$ cat src/core/tpc_pkg.sv
// Constants, field layouts and state types of the port power control and CC status block.
// Assumes register accesses arrive already decoded from the serial host port.
package tpc_pkg;
  localparam logic [7:0] ADDR_PWR_CTRL = 8'h1c;
  localparam logic [7:0] ADDR_CC_STAT  = 8'h1d;
  // Power control field positions
  localparam int unsigned B_MON_OFF   = 6;
  localparam int unsigned B_ALARM_OFF = 5;
  localparam int unsigned B_AUTO      = 4;
  localparam int unsigned B_TRICKLE   = 3;
  localparam int unsigned B_FORCE     = 2;
  localparam int unsigned B_LEVEL     = 1;
  localparam int unsigned B_VCONN     = 0;
  localparam logic [7:0] PWR_CTRL_RST   = 8'h60;
  localparam logic [7:0] PWR_CTRL_WMASK = 8'h75;
  // CC status field positions
  localparam int unsigned B_SEEK   = 5;
  localparam int unsigned B_RESULT = 4;
  localparam int unsigned L2_LSB   = 2;
  localparam int unsigned L1_LSB   = 0;
  localparam logic [1:0] CODE_OPEN = 2'h0;
  localparam logic [1:0] CODE_RA   = 2'h1;
  localparam logic [1:0] CODE_RD   = 2'h2;
  localparam logic [1:0] CODE_RSVD = 2'h3;
  localparam logic [1:0] ROLE_OPEN = 2'h3;
  // Timing
  localparam int unsigned CLK_PERIOD_NS  = 10;
  localparam int unsigned DEBOUNCE_NS    = 375000;
  localparam int unsigned DEBOUNCE_CYC   = (DEBOUNCE_NS + CLK_PERIOD_NS - 1) / CLK_PERIOD_NS;
  localparam int unsigned UPDATE_MAX_NS  = 50000;
  localparam int unsigned UPDATE_MAX_CYC = UPDATE_MAX_NS / CLK_PERIOD_NS;
  localparam int unsigned DEB_CNT_W      = 16;

  typedef struct packed {
    logic [7:0] addr;
    logic       wr;
    logic       rd;
    logic [7:0] wdata;
  } tpc_reg_req_s;

  typedef enum logic [1:0] {
    DRAIN_IDLE = 2'h0,
    DRAIN_STOP = 2'h1,
    DRAIN_ON   = 2'h3
  } tpc_drain_e;

  typedef struct packed {
    logic [1:0]           cand;
    logic [DEB_CNT_W-1:0] cnt;
    logic [1:0]           stable;
  } tpc_filt_st_s;

  typedef struct packed {
    logic [7:0] ctrl;
    logic       pend;
    logic [7:0] pend_d;
    logic [7:0] stat;
    logic [7:0] rdata;
    logic       rvalid;
    tpc_drain_e drain;
    logic       src_off;
    logic       drn_out;
    logic       alarm_en;
    logic       mon_en;
    logic       cbl_line2;
    logic       chg;
  } tpc_regs_st_s;
endpackage : tpc_pkg

$ cat src/core/tpc_line_filter.sv
// Debounce filter for one two-bit CC line state.
// Assumes the raw code is synchronous to clk_i.
`timescale 1ns/100ps
module tpc_line_filter #(
  parameter int unsigned DEB_CYC = tpc_pkg::DEBOUNCE_CYC // Cycles a code must hold
) (
  input  wire logic       clk_i,     // System clock
  input  wire logic       reset_n_i, // Async reset, active low
  input  wire logic [1:0] raw_i,     // Raw line code
  output logic      [1:0] stable_o   // Debounced line code
);
  tpc_pkg::tpc_filt_st_s st_r;
  tpc_pkg::tpc_filt_st_s st_nxt;

  always_comb begin
    st_nxt = st_r;
    if (raw_i != st_r.cand) begin
      st_nxt.cand = raw_i;
      st_nxt.cnt  = '0;
    end else if (st_r.cand != st_r.stable) begin
      if (st_r.cnt == tpc_pkg::DEB_CNT_W'(DEB_CYC - 1)) begin
        st_nxt.stable = st_r.cand;
        st_nxt.cnt    = '0;
      end else begin
        st_nxt.cnt = st_r.cnt + 1'b1;
      end
    end
  end

  always_ff @(posedge clk_i or negedge reset_n_i) begin
    if (!reset_n_i) begin
      st_r <= '0;
    end else begin
      st_r <= st_nxt;
    end
  end

  assign stable_o = st_r.stable;
endmodule : tpc_line_filter

$ cat src/core/tpc_power_cc_regs.sv
// Power control and CC line status registers of a source-only Type-C port.
// Assumes a serial host front end that presents decoded byte accesses,
// and role, orientation, fault and shield signals from neighbouring logic.
`timescale 1ns/100ps
module tpc_power_cc_regs #(
  parameter int unsigned DEB_CYC = tpc_pkg::DEBOUNCE_CYC // Line debounce length
) (
  input  wire logic                  clk_i,                 // 100 MHz clock
  input  wire logic                  reset_n_i,             // Async reset, active low
  input  wire tpc_pkg::tpc_reg_req_s req_i,                 // Decoded register access
  input  wire logic                  fault_a_i,             // Fault action A in effect
  input  wire logic                  plug_flip_i,           // Plug orientation
  input  wire logic [1:0]            role_line1_i,          // Line 1 pull-up role
  input  wire logic [1:0]            role_line2_i,          // Line 2 pull-up role
  input  wire logic [1:0]            line1_raw_i,           // Line 1 detector code
  input  wire logic [1:0]            line2_raw_i,           // Line 2 detector code
  input  wire logic                  seeking_attach_i,      // Attach search running
  input  wire logic                  shield_gate_drive_i,   // Shield gate drive high
  input  wire logic                  shield_guard_active_i, // Shield protection active
  output logic      [7:0]            reg_rdata_o,           // Read data
  output logic                       reg_rvalid_o,          // Read data valid
  output logic                       vbus_alarm_report_o,   // Alarm reporting enabled
  output logic                       vbus_monitor_en_o,     // Bus monitor enabled
  output logic                       vbus_source_off_o,     // Stop sourcing bus power
  output logic                       vbus_drain_o,          // Discharge bus
  output logic                       cable_supply_en_o,     // Cable supply on
  output logic                       cable_supply_line2_o,  // Cable supply on line 2
  output logic                       cc_change_flag_o       // CC status changed pulse
);

  localparam int unsigned BMON = tpc_pkg::B_MON_OFF;
  localparam int unsigned BALR = tpc_pkg::B_ALARM_OFF;
  localparam int unsigned BAUT = tpc_pkg::B_AUTO;
  localparam int unsigned BTRK = tpc_pkg::B_TRICKLE;
  localparam int unsigned BFRC = tpc_pkg::B_FORCE;
  localparam int unsigned BLVL = tpc_pkg::B_LEVEL;
  localparam int unsigned BVCN = tpc_pkg::B_VCONN;
  localparam int unsigned BSK  = tpc_pkg::B_SEEK;
  localparam int unsigned BRS  = tpc_pkg::B_RESULT;
  localparam int unsigned L1   = tpc_pkg::L1_LSB;
  localparam int unsigned L2   = tpc_pkg::L2_LSB;
  localparam logic [1:0] OPEN  = tpc_pkg::CODE_OPEN;
  localparam logic [1:0] RA    = tpc_pkg::CODE_RA;
  localparam logic [1:0] RSVD  = tpc_pkg::CODE_RSVD;

  tpc_pkg::tpc_regs_st_s st_r;
  tpc_pkg::tpc_regs_st_s st_nxt;

  logic [1:0] raw  [2];
  logic [1:0] filt [2];
  logic       wr_hit;
  logic       rep_on;
  logic       disc;
  logic [7:0] stat_calc;

  assign raw[0] = line1_raw_i;
  assign raw[1] = line2_raw_i;

  // One debounce filter per CC line
  for (genvar g = 0; g < 2; g++) begin : g_line
    tpc_line_filter #(
      .DEB_CYC (DEB_CYC)
    ) u_filt (
      .clk_i     (clk_i),
      .reset_n_i (reset_n_i),
      .raw_i     (raw[g]),
      .stable_o  (filt[g])
    );
  end

  assign wr_hit = req_i.wr && (req_i.addr == tpc_pkg::ADDR_PWR_CTRL);

  // Reporting stays on unless both role fields are open
  assign rep_on = !((role_line1_i == tpc_pkg::ROLE_OPEN) &&
                    (role_line2_i == tpc_pkg::ROLE_OPEN));

  // Disconnect is judged on the line carried through the cable
  assign disc = plug_flip_i ? (st_r.stat[L2 +: 2] == OPEN)
                            : (st_r.stat[L1 +: 2] == OPEN);

  always_comb begin
    logic [1:0] s1;
    logic [1:0] s2;
    s1 = filt[0];
    s2 = filt[1];
    // Reserved detector code never reaches software
    if (s1 == RSVD) begin
      s1 = OPEN;
    end
    if (s2 == RSVD) begin
      s2 = OPEN;
    end
    // A floating shield makes Ra/Rd unreliable
    if (!shield_gate_drive_i) begin
      s1 = OPEN;
      s2 = OPEN;
    end
    // A bare marked cable looks like Ra/open; hide it while seeking
    if (seeking_attach_i && (((s1 == RA) && (s2 == OPEN)) ||
                             ((s1 == OPEN) && (s2 == RA)))) begin
      s1 = OPEN;
      s2 = OPEN;
    end
    // The line carrying cable supply reads open
    if (st_r.ctrl[BVCN]) begin
      if (plug_flip_i) begin
        s1 = OPEN;
      end else begin
        s2 = OPEN;
      end
    end
    stat_calc           = 8'h00;
    stat_calc[BSK]      = seeking_attach_i;
    stat_calc[BRS]      = 1'b0;
    stat_calc[L2 +: 2]  = s2;
    stat_calc[L1 +: 2]  = s1;
    if (!rep_on) begin
      stat_calc = 8'h00;
    end
  end

  always_comb begin
    st_nxt        = st_r;
    st_nxt.rvalid = 1'b0;
    st_nxt.chg    = 1'b0;

    // Power control write path
    if (fault_a_i) begin
      if (wr_hit) begin
        st_nxt.pend   = 1'b1;
        st_nxt.pend_d = req_i.wdata;
      end
    end else if (wr_hit) begin
      st_nxt.ctrl = req_i.wdata & tpc_pkg::PWR_CTRL_WMASK;
      st_nxt.pend = 1'b0;
    end else if (st_r.pend) begin
      st_nxt.ctrl = st_r.pend_d & tpc_pkg::PWR_CTRL_WMASK;
      st_nxt.pend = 1'b0;
    end

    // Shield protection overrides any request to keep cable supply on
    if (shield_guard_active_i) begin
      st_nxt.ctrl[BVCN] = 1'b0;
    end

    st_nxt.alarm_en  = !st_nxt.ctrl[BALR];
    st_nxt.mon_en    = !st_nxt.ctrl[BMON];
    st_nxt.cbl_line2 = !plug_flip_i;

    // Status register and change flag
    st_nxt.stat = stat_calc;
    if (rep_on && (stat_calc != st_r.stat)) begin
      st_nxt.chg = 1'b1;
    end

    // Register reads
    if (req_i.rd) begin
      case (req_i.addr)
        tpc_pkg::ADDR_PWR_CTRL: begin
          st_nxt.rdata  = st_r.ctrl;
          st_nxt.rvalid = 1'b1;
        end
        tpc_pkg::ADDR_CC_STAT: begin
          st_nxt.rdata  = st_r.stat;
          st_nxt.rvalid = 1'b1;
        end
        default: begin
          st_nxt.rdata = 8'h00;
        end
      endcase
    end

    // Auto drain: stop sourcing first, discharge one cycle later
    case (st_r.drain)
      tpc_pkg::DRAIN_IDLE: begin
        if (st_r.ctrl[BAUT] && disc) begin
          st_nxt.drain = tpc_pkg::DRAIN_STOP;
        end
      end
      tpc_pkg::DRAIN_STOP: begin
        if (st_r.ctrl[BAUT] && disc) begin
          st_nxt.drain = tpc_pkg::DRAIN_ON;
        end else begin
          st_nxt.drain = tpc_pkg::DRAIN_IDLE;
        end
      end
      tpc_pkg::DRAIN_ON: begin
        if (!st_r.ctrl[BAUT] || !disc) begin
          st_nxt.drain = tpc_pkg::DRAIN_IDLE;
        end
      end
      default: begin
        st_nxt.drain = tpc_pkg::DRAIN_IDLE;
      end
    endcase
    st_nxt.src_off = (st_nxt.drain != tpc_pkg::DRAIN_IDLE);
    st_nxt.drn_out = (st_nxt.drain == tpc_pkg::DRAIN_ON) || st_nxt.ctrl[BFRC];
  end

  always_ff @(posedge clk_i or negedge reset_n_i) begin
    if (!reset_n_i) begin
      st_r      <= '0;
      st_r.ctrl <= tpc_pkg::PWR_CTRL_RST;
    end else begin
      st_r <= st_nxt;
    end
  end

  assign reg_rdata_o          = st_r.rdata;
  assign reg_rvalid_o         = st_r.rvalid;
  assign vbus_alarm_report_o  = st_r.alarm_en;
  assign vbus_monitor_en_o    = st_r.mon_en;
  assign vbus_source_off_o    = st_r.src_off;
  assign vbus_drain_o         = st_r.drn_out;
  assign cable_supply_en_o    = st_r.ctrl[BVCN];
  assign cable_supply_line2_o = st_r.cbl_line2;
  assign cc_change_flag_o     = st_r.chg;
endmodule : tpc_power_cc_regs

$ cat config.mk
export PLATFORM = sky130hd
export DESIGN_NAME = tpc_power_cc_regs
export DESIGN_NICKNAME = d
export VERILOG_FILES = /design/src/core/tpc_pkg.sv /design/src/core/tpc_line_filter.sv /design/src/core/tpc_power_cc_regs.sv
export SDC_FILE = /design/constraint.sdc
export NUM_CORES = 1
export LEC_CHECK = 0
export BUFFER_PORTS_ARGS = -buffer_cell sky130_fd_sc_hd__buf_2
export CAP_MARGIN = 20
export CORE_UTILIZATION = 60
export DETAILED_ROUTE_END_ITERATION = 12
export PLACE_DENSITY = 0.79
export SKIP_LAST_GASP = 1
export SYNTH_ARGS = -nofsm -noshare
export SYNTH_HDL_FRONTEND = slang
export SYNTH_SLANG_ARGS = --single-unit
$ cat constraint.sdc
create_clock -name clk_i -period 5.5 [get_ports clk_i]
set_input_delay 0.55 -clock clk_i [delete_from_list [all_inputs] [get_ports clk_i]]
set_output_delay 0.55 -clock clk_i [all_outputs]
set_load 0.01 [all_outputs]
Yosys cells after proc, flatten, opt, wreduce, memory -nomap -nowiden

Index checks and enable logic that the tools add are counted.

Bits in registers: 82
Bits of input ports: 33

Add/subtract/negate cells: 2
Eq/ne operators: 20
Muxes and demuxes: 34
Bitwise gates (word level): 3
Reduce and logical (&&, ||, !) cells: 32

Operator list:

| cell                                                   | count |
|---|---|
| two-way mux 16 bit                                     | 4 |
| two-way mux 18 bit                                     | 2 |
| adder 16 x 1 -> 16 bit (second input constant)         | 2 |
| == test 16 bit (second input constant)                 | 2 |
| two-way mux 2 bit                                      | 15 |
| two-way mux 9 bit                                      | 3 |
| == test 8 x 5 -> 1 bit (second input constant)         | 2 |
| one-hot mux 8 bit (2 select lines)                     | 1 |
| == test 2 bit (second input constant)                  | 6 |
| logical NOT 2 bit                                      | 5 |
| inequality test 2 bit                                  | 4 |
| inequality test 8 bit                                  | 1 |
| nonzero test 2 bit                                     | 4 |
| logical AND 1 bit                                      | 7 |
| two-way mux 7 bit                                      | 1 |
| == test 2 x 1 -> 1 bit (second input constant)         | 3 |
| logical NOT 1 bit                                      | 6 |
| two-way mux 1 bit                                      | 6 |
| two-way mux 6 bit                                      | 1 |
| one-hot mux 2 bit (3 select lines)                     | 1 |
| AND reduction 2 bit                                    | 3 |
| AND reduction 3 bit                                    | 2 |
| inequality test 2 x 1 -> 1 bit (second input constant) | 2 |
| logical OR 1 bit                                       | 3 |
| 3 further kinds                                        | 5 |

Logic depth before layout (Yosys ltp)

Gate-level depths: netlist of the first run.

Depth after elaboration: 14
Depth in mapped cells: 8

Cells and area by module

From an unflattened synthesis of the first run, not the netlist that was laid out.

Cells, all modules: 390
Area, all modules: 4016.4 µm²

By module, submodules not included:

| module            | instances | cells an instance | area an instance (µm²) | sequential area each (µm²) |
|---|---|---|---|---|
| tpc_line_filter   | 2         | 127               | 1242.4                 | 500.5 |
| tpc_power_cc_regs | 1         | 136               | 1531.5                 | 828.3 |

Worst setup path before layout of the first run

Ideal clock, no wire load.

Path kind: input to register
Start point: input req_i[15] (netlist name)
End point: register st_r, in the netlist vbus_drain_o
Library setup time: 0.127 ns
Data arrival time: 2.137 ns
Required time: 5.373 ns
Slack: 3.235 ns
Stages on the path: 5
Buffers on the path: 0
Cells stage by stage: or3b_2 -> nor4b_2 -> mux2_2 -> o22a_1 -> or2_2

RTL lines:

| item                 | line                     | RTL |
|---|---|---|
| from (decl)          | tpc_power_cc_regs.sv:10  | `input wire tpc_pkg::tpc_reg_req_s req_i,` |
| to (signal assigned) | tpc_power_cc_regs.sv:205 | `st_r <= st_nxt;` |
| to (decl)            | tpc_power_cc_regs.sv:46  | `tpc_pkg::tpc_regs_st_s st_r;` |

Worst setup path after layout of the first run

Start point: register g_line[1].u_filt.st_r[9] (netlist name)
End point: register g_line[1].u_filt.st_r, in the netlist g_line[1].u_filt.stable_o[0]

Longest elaborated chain between the ends: 2

RTL lines:

| item                                 | line                  | RTL |
|---|---|---|
| from (decl)                          | tpc_line_filter.sv:12 | `tpc_pkg::tpc_filt_st_s st_r;` |
| from (signal assigned)               | tpc_line_filter.sv:34 | `st_r <= st_nxt;` |
| == test 16 bit                       | tpc_line_filter.sv:21 | `if (st_r.cnt == tpc_pkg::DEB_CNT_W'(DEB_CYC - 1)) begin` |
| AND reduction 3 bit (no source line) | --                    |  |

Every way passes these cells.
A chain may end at the register's enable or synchronous reset.

==> results.txt, run 1 <==
- Once placement finished, the instance area stood at 0.00397 mm².
- In the routed layout, each cell is associated on average with a via count of 6.18.
- In this run the worst hold path is classified as primary input to flop.
- Setup slack after layout: 3.32 ns
* GRT overflow: 0
- The critical path is of the flop to flop type.
- Part of the Yosys area used for sequential elements: 48.2%
* Max-capacitance violation count: 0
- Final critical path time including I/O delays and setup: 2.18 ns
* Area of the mapped netlist: 0.00379 mm²
* Maximum clock frequency: 459 MHz
* Filler-free cell count of the finished design: 482
- Arr. time, crit path: 2.41 ns
* Cells after Synth: 369
- After synthesis, the share of flip-flops with an asynchronous set or reset is 100%.
- Dividing the detail-routed wire length by the instance count gives 15.8 µm.
- The total count of hold-check failures in the final report was 0.
* Area Growth Syn to Fin: 10.5%
* Fin. max-slew vios: 0
- Routability-driven placement finished with a final weighted congestion of 0.778.
- The detailed router finished its first iteration with 127 violations.
- Proportion of layout cells with a drive suffix above 1: 22.1%
- Commonest non-fill, non-tap cells in the layout: dfrtp_1, buf_2, nand2_1
- Startpoint of the lowest-slack register-to-register path: g_line[1].u_filt.st_r[9]
- Setup repair bufs after CTS: 0
- Netlist cell types: 59
* Synthesized net count: 404
* Clock latency on the worst-skew pair: 0.34 ns
- The clock passes through at most 2 buffers.
- Dividing total power by cell area gives a power density of 262 mW/mm².
- X dimension of the die: 81.5 µm
- The count of buffers added on input and output ports is 45.
* Total Negative Setup Slacks: 0 ns
* Number of enable flip-flop cells after synthesis: 0
- Critical Path Sink Type: flop
- The design draws 1.10 mW.
- The floorplan step defined a core boundary enclosing 0.00603 mm².
- In this run the number of H-tree levels came out at 3.
- DRT antenna net count: 0
- Number of cell rows: 28
- For this run, design rule violations remaining after detail routing come to 0.
- Dividing the final minimum period by the clock period gives 39.6%.
* Clock slew seen by the registers of the worst setup and hold paths: 0.08 ns
- The die covers 0.00664 mm².
- Cell-by-cell trace of the critical path: or4b_4 -> nor4_4 -> nor2b_1 -> mux2_2
- Required arrival time at the worst endpoint: 5.74 ns
- Peak VDD IR: 0.000153 V
- Worst reg2reg path depth: 4
* RSZ-0062 raised after global routing: false
- TritonCTS clock tree: yes
- The startpoint identified for the worst hold timing path is shield_guard_active_i.
* Total of cells resized after clock tree synthesis: 0
- Final-stage net count: 437
- Overall fraction of global-route tracks in use: 25.0%
- Peak fanout along the critical path: 7
- For this run, the detailed router's first-pass iteration total came to 4.
- Avg Cell Area, Syn: 10.3 µm²
- After detailed placement, the design holds a cell count of 466.
- Among all flip-flop cells after synthesis, the most frequent one is dfrtp_1.
- The first global-routing pass estimated 12600 µm of wire.
- Count of hold-fix buffers inserted at cts: 0
- The tree built by TritonCTS fans out to 73 sinks.
- Worst hold slack after final layout: 0.356 ns
- Post-detailed-routing wire length: 7630 µm
- The number of clock buffers added by TritonCTS is 9.
- For the pin with the worst max-slew slack, the measured transition is 0.903 ns.
- CTS placed an instance of clkbuf_8 at the clock tree root.
- Summed over all nets, the half-perimeter wirelength after detailed placement is 5070 µm.
- Summing over every cut layer, the via total after detailed routing is 2978.
- The number of antenna diodes in the final layout is 0.
- Utilization after layout: 69.5%
- The worst setup path is launched from a flop.
- Number of antenna violations at the first check in global routing: 0
* Warnings, synthesis: 0
- Largest net degree at the start of global routing: 74
- Depth of the worst hold-timing path: 2
- The via count of the first global-routing pass is 2773.
- Post-Route Skew: 0.00795 ns
* Starting utilization of the core area: 62.9%
- Yosys reg bits: 73
* Endpoints failing setup: 0
* Worst rel slew slack: 39.8%
- I/O Pins: 49
* Most frequent standard cell in the layout excluding fill and tap cells: dfrtp_1
* Cell with the biggest individual delay on the critical path: or4b_4
- Worst slack at placement: 2.95 ns
* Startpoint of the worst setup timing path: g_line[1].u_filt.st_r[9]
- For this design the static power due to leakage is 1.93 nW.
- Status: finished, final reports clean
* Finished Cell Area: 0.00419 mm²
* Slowest cell delay on critical path: 0.57 ns
* Vertical die dimension: 81.5 µm
-- layer usage --
| metal | part of all wire, % | vias to the layer above | routed length, µm | track usage [%] |
|---|---|---|---|---|
| li1 | - | 1430 | - | - |
| met1 | 44 | 1446 | 3400 | 32.3 |
| met2 | 49 | 91 | 3740 | 40.1 |
| met3 | 5.0 | 11 | 380 | 5.33 |
| met4 | 1.5 | 0 | 113 | 11.3 |
| met5 | 0 | - | 0 | 0 |
-- area by class of cell --
cell class	instances	area (µm²)
Fill cell	437	1840
Sequential cell	73	1830
Multi-Input combinational cell	260	1760
Timing Repair Buffer	47	240
Clock buffer	11	141
Tap cell	75	93.8
Clock inverter	5	80.1
Inverter	11	41.3
-- critical path, delay by kind of cell (launching register included) --
family	cells	cell delay, ns
flops	1	0.46
mux	1	0.36
simple gates	3	1.24
-- path summary, 6_finish.rpt --
kind / to / slack (ns)
worst max-delay path: g_line[1].u_filt.stable_o[0] / 3.32
worst min-delay path: cable_supply_en_o / 0.36
worst max register to register: g_line[1].u_filt.stable_o[0] / 3.32
worst min register to register: st_r[6] / 0.47
max in group asynchronous: g_line[1].u_filt.st_r[17] / 4.51
min in group asynchronous: st_r[30] / 0.42
-- sequential cells by signal, summed over array words and instances (netlist names) --
| signal | count |
|---|---|
| g_line.u_filt.stable_o | 4 |
| g_line.u_filt.st_r | 36 |
| vbus_monitor_en_o | 1 |
| cable_supply_line2_o | 1 |
| cc_change_flag_o | 1 |
| reg_rdata_o | 8 |
| vbus_alarm_report_o | 1 |
| reg_rvalid_o | 1 |
| st_r | 17 |
| cable_supply_en_o | 1 |
| vbus_drain_o | 1 |
| vbus_source_off_o | 1 |
-- cell usage after synthesis (all sizes together) (3+ instances only) --
cell type,n,area share (%)
o2bb2ai,3,0.69
a31oi,10,1.6
xnor2,5,1.2
nand2b,6,0.99
or2,4,0.66
clkbuf,8,0.79
inv,11,1.1
nand3b,4,0.79
a21o,6,1.2
o21ai,24,3.2
nand4bb,3,0.89
nand2,26,2.6
nor2,11,1.2
a22o,7,1.6
or4b,3,0.99
a41oi,4,0.92
nor2b,6,0.99
nor3,12,1.6
nand4,8,1.3
xor2,5,1.2
mux2,12,3.6
buf,17,3.4
a21oi,21,2.8
or3,6,0.99
o21a,3,0.59
nand3,16,2.1
o22ai,3,0.49
nand4b,3,0.69
and4,4,0.92
dfrtp,71,47
o22a,3,0.69
mux2i,7,1.8
and3,12,2.0
-- power breakdown --
| part | switching, mW | internal (mW) | total [mW] |
|---|---|---|---|
| Clock | 0.198 | 0.267 | 0.466 |
| Combinational | 0.0480 | 0.0292 | 0.0771 |
| Sequential | 0.00756 | 0.546 | 0.553 |
-- logic make-up (layout without fill, tap and decap cells) --
kind of cell	Yosys count	after routing	synth area share, %
DFF	73	73	48.2
xor gates and xnor gates	10	10	2.31
AOI/OAI and AO/OA	96	96	16.6
buffers and inverters	36	74	5.28
and+or+nand+nor	133	133	21.5
adders and majority gates	2	2	0.660
muxes	19	19	5.41
No activity file was read; power rests on OpenSTA's default activity.
==> run 2: changes to the inputs <==
CORE_UTILIZATION = 52   (was 60)
PLACE_DENSITY = 0.73   (was 0.79)
clock period = 1.8 ns   (was 5.5 ns; I/O delays follow)
==> results.txt, run 2 (same netlist as run 1, synthesis figures left out) <==
* Status: complete, but fails checks
- The checks that failed: negative setup slack.
* Post-place instance area: 0.00448 mm² (+13%)
- Worst rel slew slack: 59.8% (+20 points)
- The final worst-path cycle share is 113% (+73 points).
* DRT antenna net count: 0 (unchanged)
- Setup slack after layout: -0.230 ns (-3.55 ns)
* GRT met3 Usage: 3.70% (-1.6 points)
- The leakage power total came to 2.37 nW (+23%).
- Cell-by-cell trace of the critical path: or4b_4 -> nor4_4 -> nor2_4 -> buf_12 -> o21ai_0 -> a31oi_1
* Final-layout fill cell count: 511 (+17%)
- Required arrival time at the worst endpoint: 2.02 ns (-3.72 ns)
- The I/O pin total came to 49 (unchanged).
- Clock latency on the worst-skew pair: 0.35 ns (about the same)
* Sequential cell fraction of total power: 49.5% (-1.0 points)
- The final standard cell area without fillers came to 0.00506 mm² (+21%).
- Logic depth of the worst setup path including buffers: 6 (+2)
- The final worst hold slack came to 0.0171 ns (-0.339 ns).
* Number of buffer cells added on primary ports: 45 (unchanged)
* Cell Count Post-Placement: 537 (+15%)
- Pwr per Cell Area: 675 mW/mm² (+160%)
- The total number of nets in the final design was 508 (+16%).
- Starting utilization of the core area: 54.9% (-8.0 points)
* Tightest Hold Check Type: primary input to flop
* Vertical die dimension: 87.4 µm (+7.2%)
* Maximum clock frequency: 493 MHz (+7.2%)
- The top fanout value on the critical path is 8 (+1).
- STA classifies the critical path endpoint as a flop.
* Max reg flops: 36 (unchanged)
- The layer flagged by global routing as most heavily used is met2.
- The maximum buffer depth of the clock tree was 2 (unchanged).
- The overall fraction of global-route tracks in use was 26.3% (+1.3 points).
* Worst slack at placement: -0.153 ns (-3.11 ns)
- X dimension of the die: 87.4 µm (+7.2%)
* Final critical path time including I/O delays and setup: 2.03 ns (-0.147 ns)
- Total core area: 0.00691 mm² (+15%)
- Detailed-router iteration count before antenna repair: 4 (unchanged)
* CP top delay family: simple AND/OR/NAND/NOR gates
* Routed len/inst: 16.8 µm (+6.3%)
- The met1 demand-to-capacity share in global routing is 34.7% (+2.4 points).
* Post-detailed-routing wire length: 9660 µm (+27%)
* Area Growth Syn to Fin: 33.4%
- TritonCTS built the clock tree.
- Proportion of layout cells with a drive suffix above 1: 39.3% (+17 points)
* Cell at the root of the clock tree: clkbuf_8
- Total power: 3.41 mW (+210%)
- Arr. time, crit path: 2.25 ns (-0.16 ns)
- Global-route wire length before repair: 15400 µm (+23%)
* Weighted congestion at the end of routability-driven global placement: 0.821 (+5.6%)
- Worst reg2reg path depth: 6 (+2)
* Met2 global-route usage: 44.0% (+3.9 points)
* Depth of the worst hold-timing path: 1 (-1)
- Cell with the biggest individual delay on the critical path: or4b_4
* Detailed placement HPWL: 6220 µm (+23%)
- The longest individual stage delay on the worst path came to 0.56 ns (about the same).
- The critical path is of the flop to flop type.
- The portion of total power attributed to the clock network was 38.3% (-4.2 points).
* Transition time of the tightest slew-check pin: 0.604 ns (-0.300 ns)
- Internal power: 2.52 mW (+200%)
- The overflow left after global routing was 0 (unchanged).
* Seq. cell area: 0.00183 mm² (unchanged)
* Switching Share: 26.1% (+3.0 points)
- Area taken by multi-input logic gates: 0.00201 mm² (+14%)
* Crit path buf inv count: 1 (+1)
- Die ar.: 0.00764 mm² (+15%)
- The number of setup violations in the final report came to 36 (+36).
- H-tree depth reported by CTS: 3 (unchanged)
* Utilization after layout: 73.2% (+3.7 points)
- # DRC: 0 (unchanged)
- Fin. max-slew vios: 0 (unchanged)
- Number of antenna violations at the first check in global routing: 0 (unchanged)
- Total via count after detailed routing: 3305 (+11%)
* Most frequent standard cell in the layout excluding fill and tap cells: dfrtp_1
* Filler-free cell count of the finished design: 574 (+19%)
- The total number of clock tree sinks came to 73 (unchanged).
- Post-Route Skew: 0.00891 ns (+0.000959 ns)
* Logic pwr share: 12.2% (+5.2 points)
- Max-capacitance violation count: 0 (unchanged)
* Launching element type of the critical path: flop
- The number of DRC markers after the initial detailed-route iteration is 162 (+28%).
* Top reg by flops: g_line.u_filt.st_r
- Switch Pwr: 0.891 mW (+250%)
- The total count of hold-check failures in the final report came to 0 (unchanged).
- Antenna Cells: 0 (unchanged)
* Commonest non-fill, non-tap cells in the layout: dfrtp_1, buf_4, buf_2
* Largest net degree at the start of global routing: 34 (-54%)
* RSZ-0062 raised after global routing: true
- The via count of the first global-routing pass is 3285 (+18%).
* Total Negative Setup Slacks: -4.60 ns (-4.60 ns)
* Clock slew seen by the registers of the worst setup and hold paths: 0.08 ns (about the same)
- Number of cell rows: 30 (+7.1%)
* Peak VDD IR: 0.000409 V (+170%)
- Number of buffers inserted during clock tree synthesis: 9 (unchanged)
- Avg Vias per Cell: 5.76 (-6.8%)
## run 2: worst paths after layout
path | startpoint | to | slack [ns]
worst max register to register | g_line[1].u_filt.st_r[13] | g_line[1].u_filt.st_r[9] | -0.23
min in group asynchronous | reset_n_i | reg_rdata_o[5] | 0.34
worst max-delay path | g_line[1].u_filt.st_r[13] | g_line[1].u_filt.st_r[9] | -0.23
worst min register to register | st_r[7] | vbus_source_off_o | 0.45
max in group asynchronous | reset_n_i | g_line[0].u_filt.st_r[6] | 1.17
worst min-delay path | line1_raw_i[1] | g_line[0].u_filt.st_r[19] | 0.02
## run 2: final cells by class
class	instances	share of cell area [%]
tap	96	2.38
inverter	11	0.816
multi-input combinational	261	39.8
clock buffer	10	2.52
clock inverter	6	1.34
timing repair buffer	117	17.0
sequential	73	36.2
## run 2: power groups by stage
| stage | Sequential, mW | Clock, mW | Combinational (mW) |
|---|---|---|---|
| global route | 1.69 | 1.39 | 0.452 |
| CTS | 1.69 | 1.31 | 0.360 |
| floorplan | 1.72 | 0 | 0.162 |
| global placement | 1.72 | 0 | 0.304 |
| detailed placement | 1.72 | 0 | 0.314 |
| finish | 1.69 | 1.31 | 0.417 |
## run 2: layer usage
layer	wire length (µm)	share of wire, %	vias to the layer above
met1	4280	44	1631
li1	-	-	1578
met5	0	0	-
met4	174	1.8	0
met2	4870	50	79
met3	339	3.5	17
## run 2: timing repair
item,CTS,global route
cloned,1,1
endpoints found under the hold margin,75,0
pin swaps,10,17
buffers inserted,12,3
hold buffers,5,0
setup endpoints to repair,32,36
resized for setup,14,33
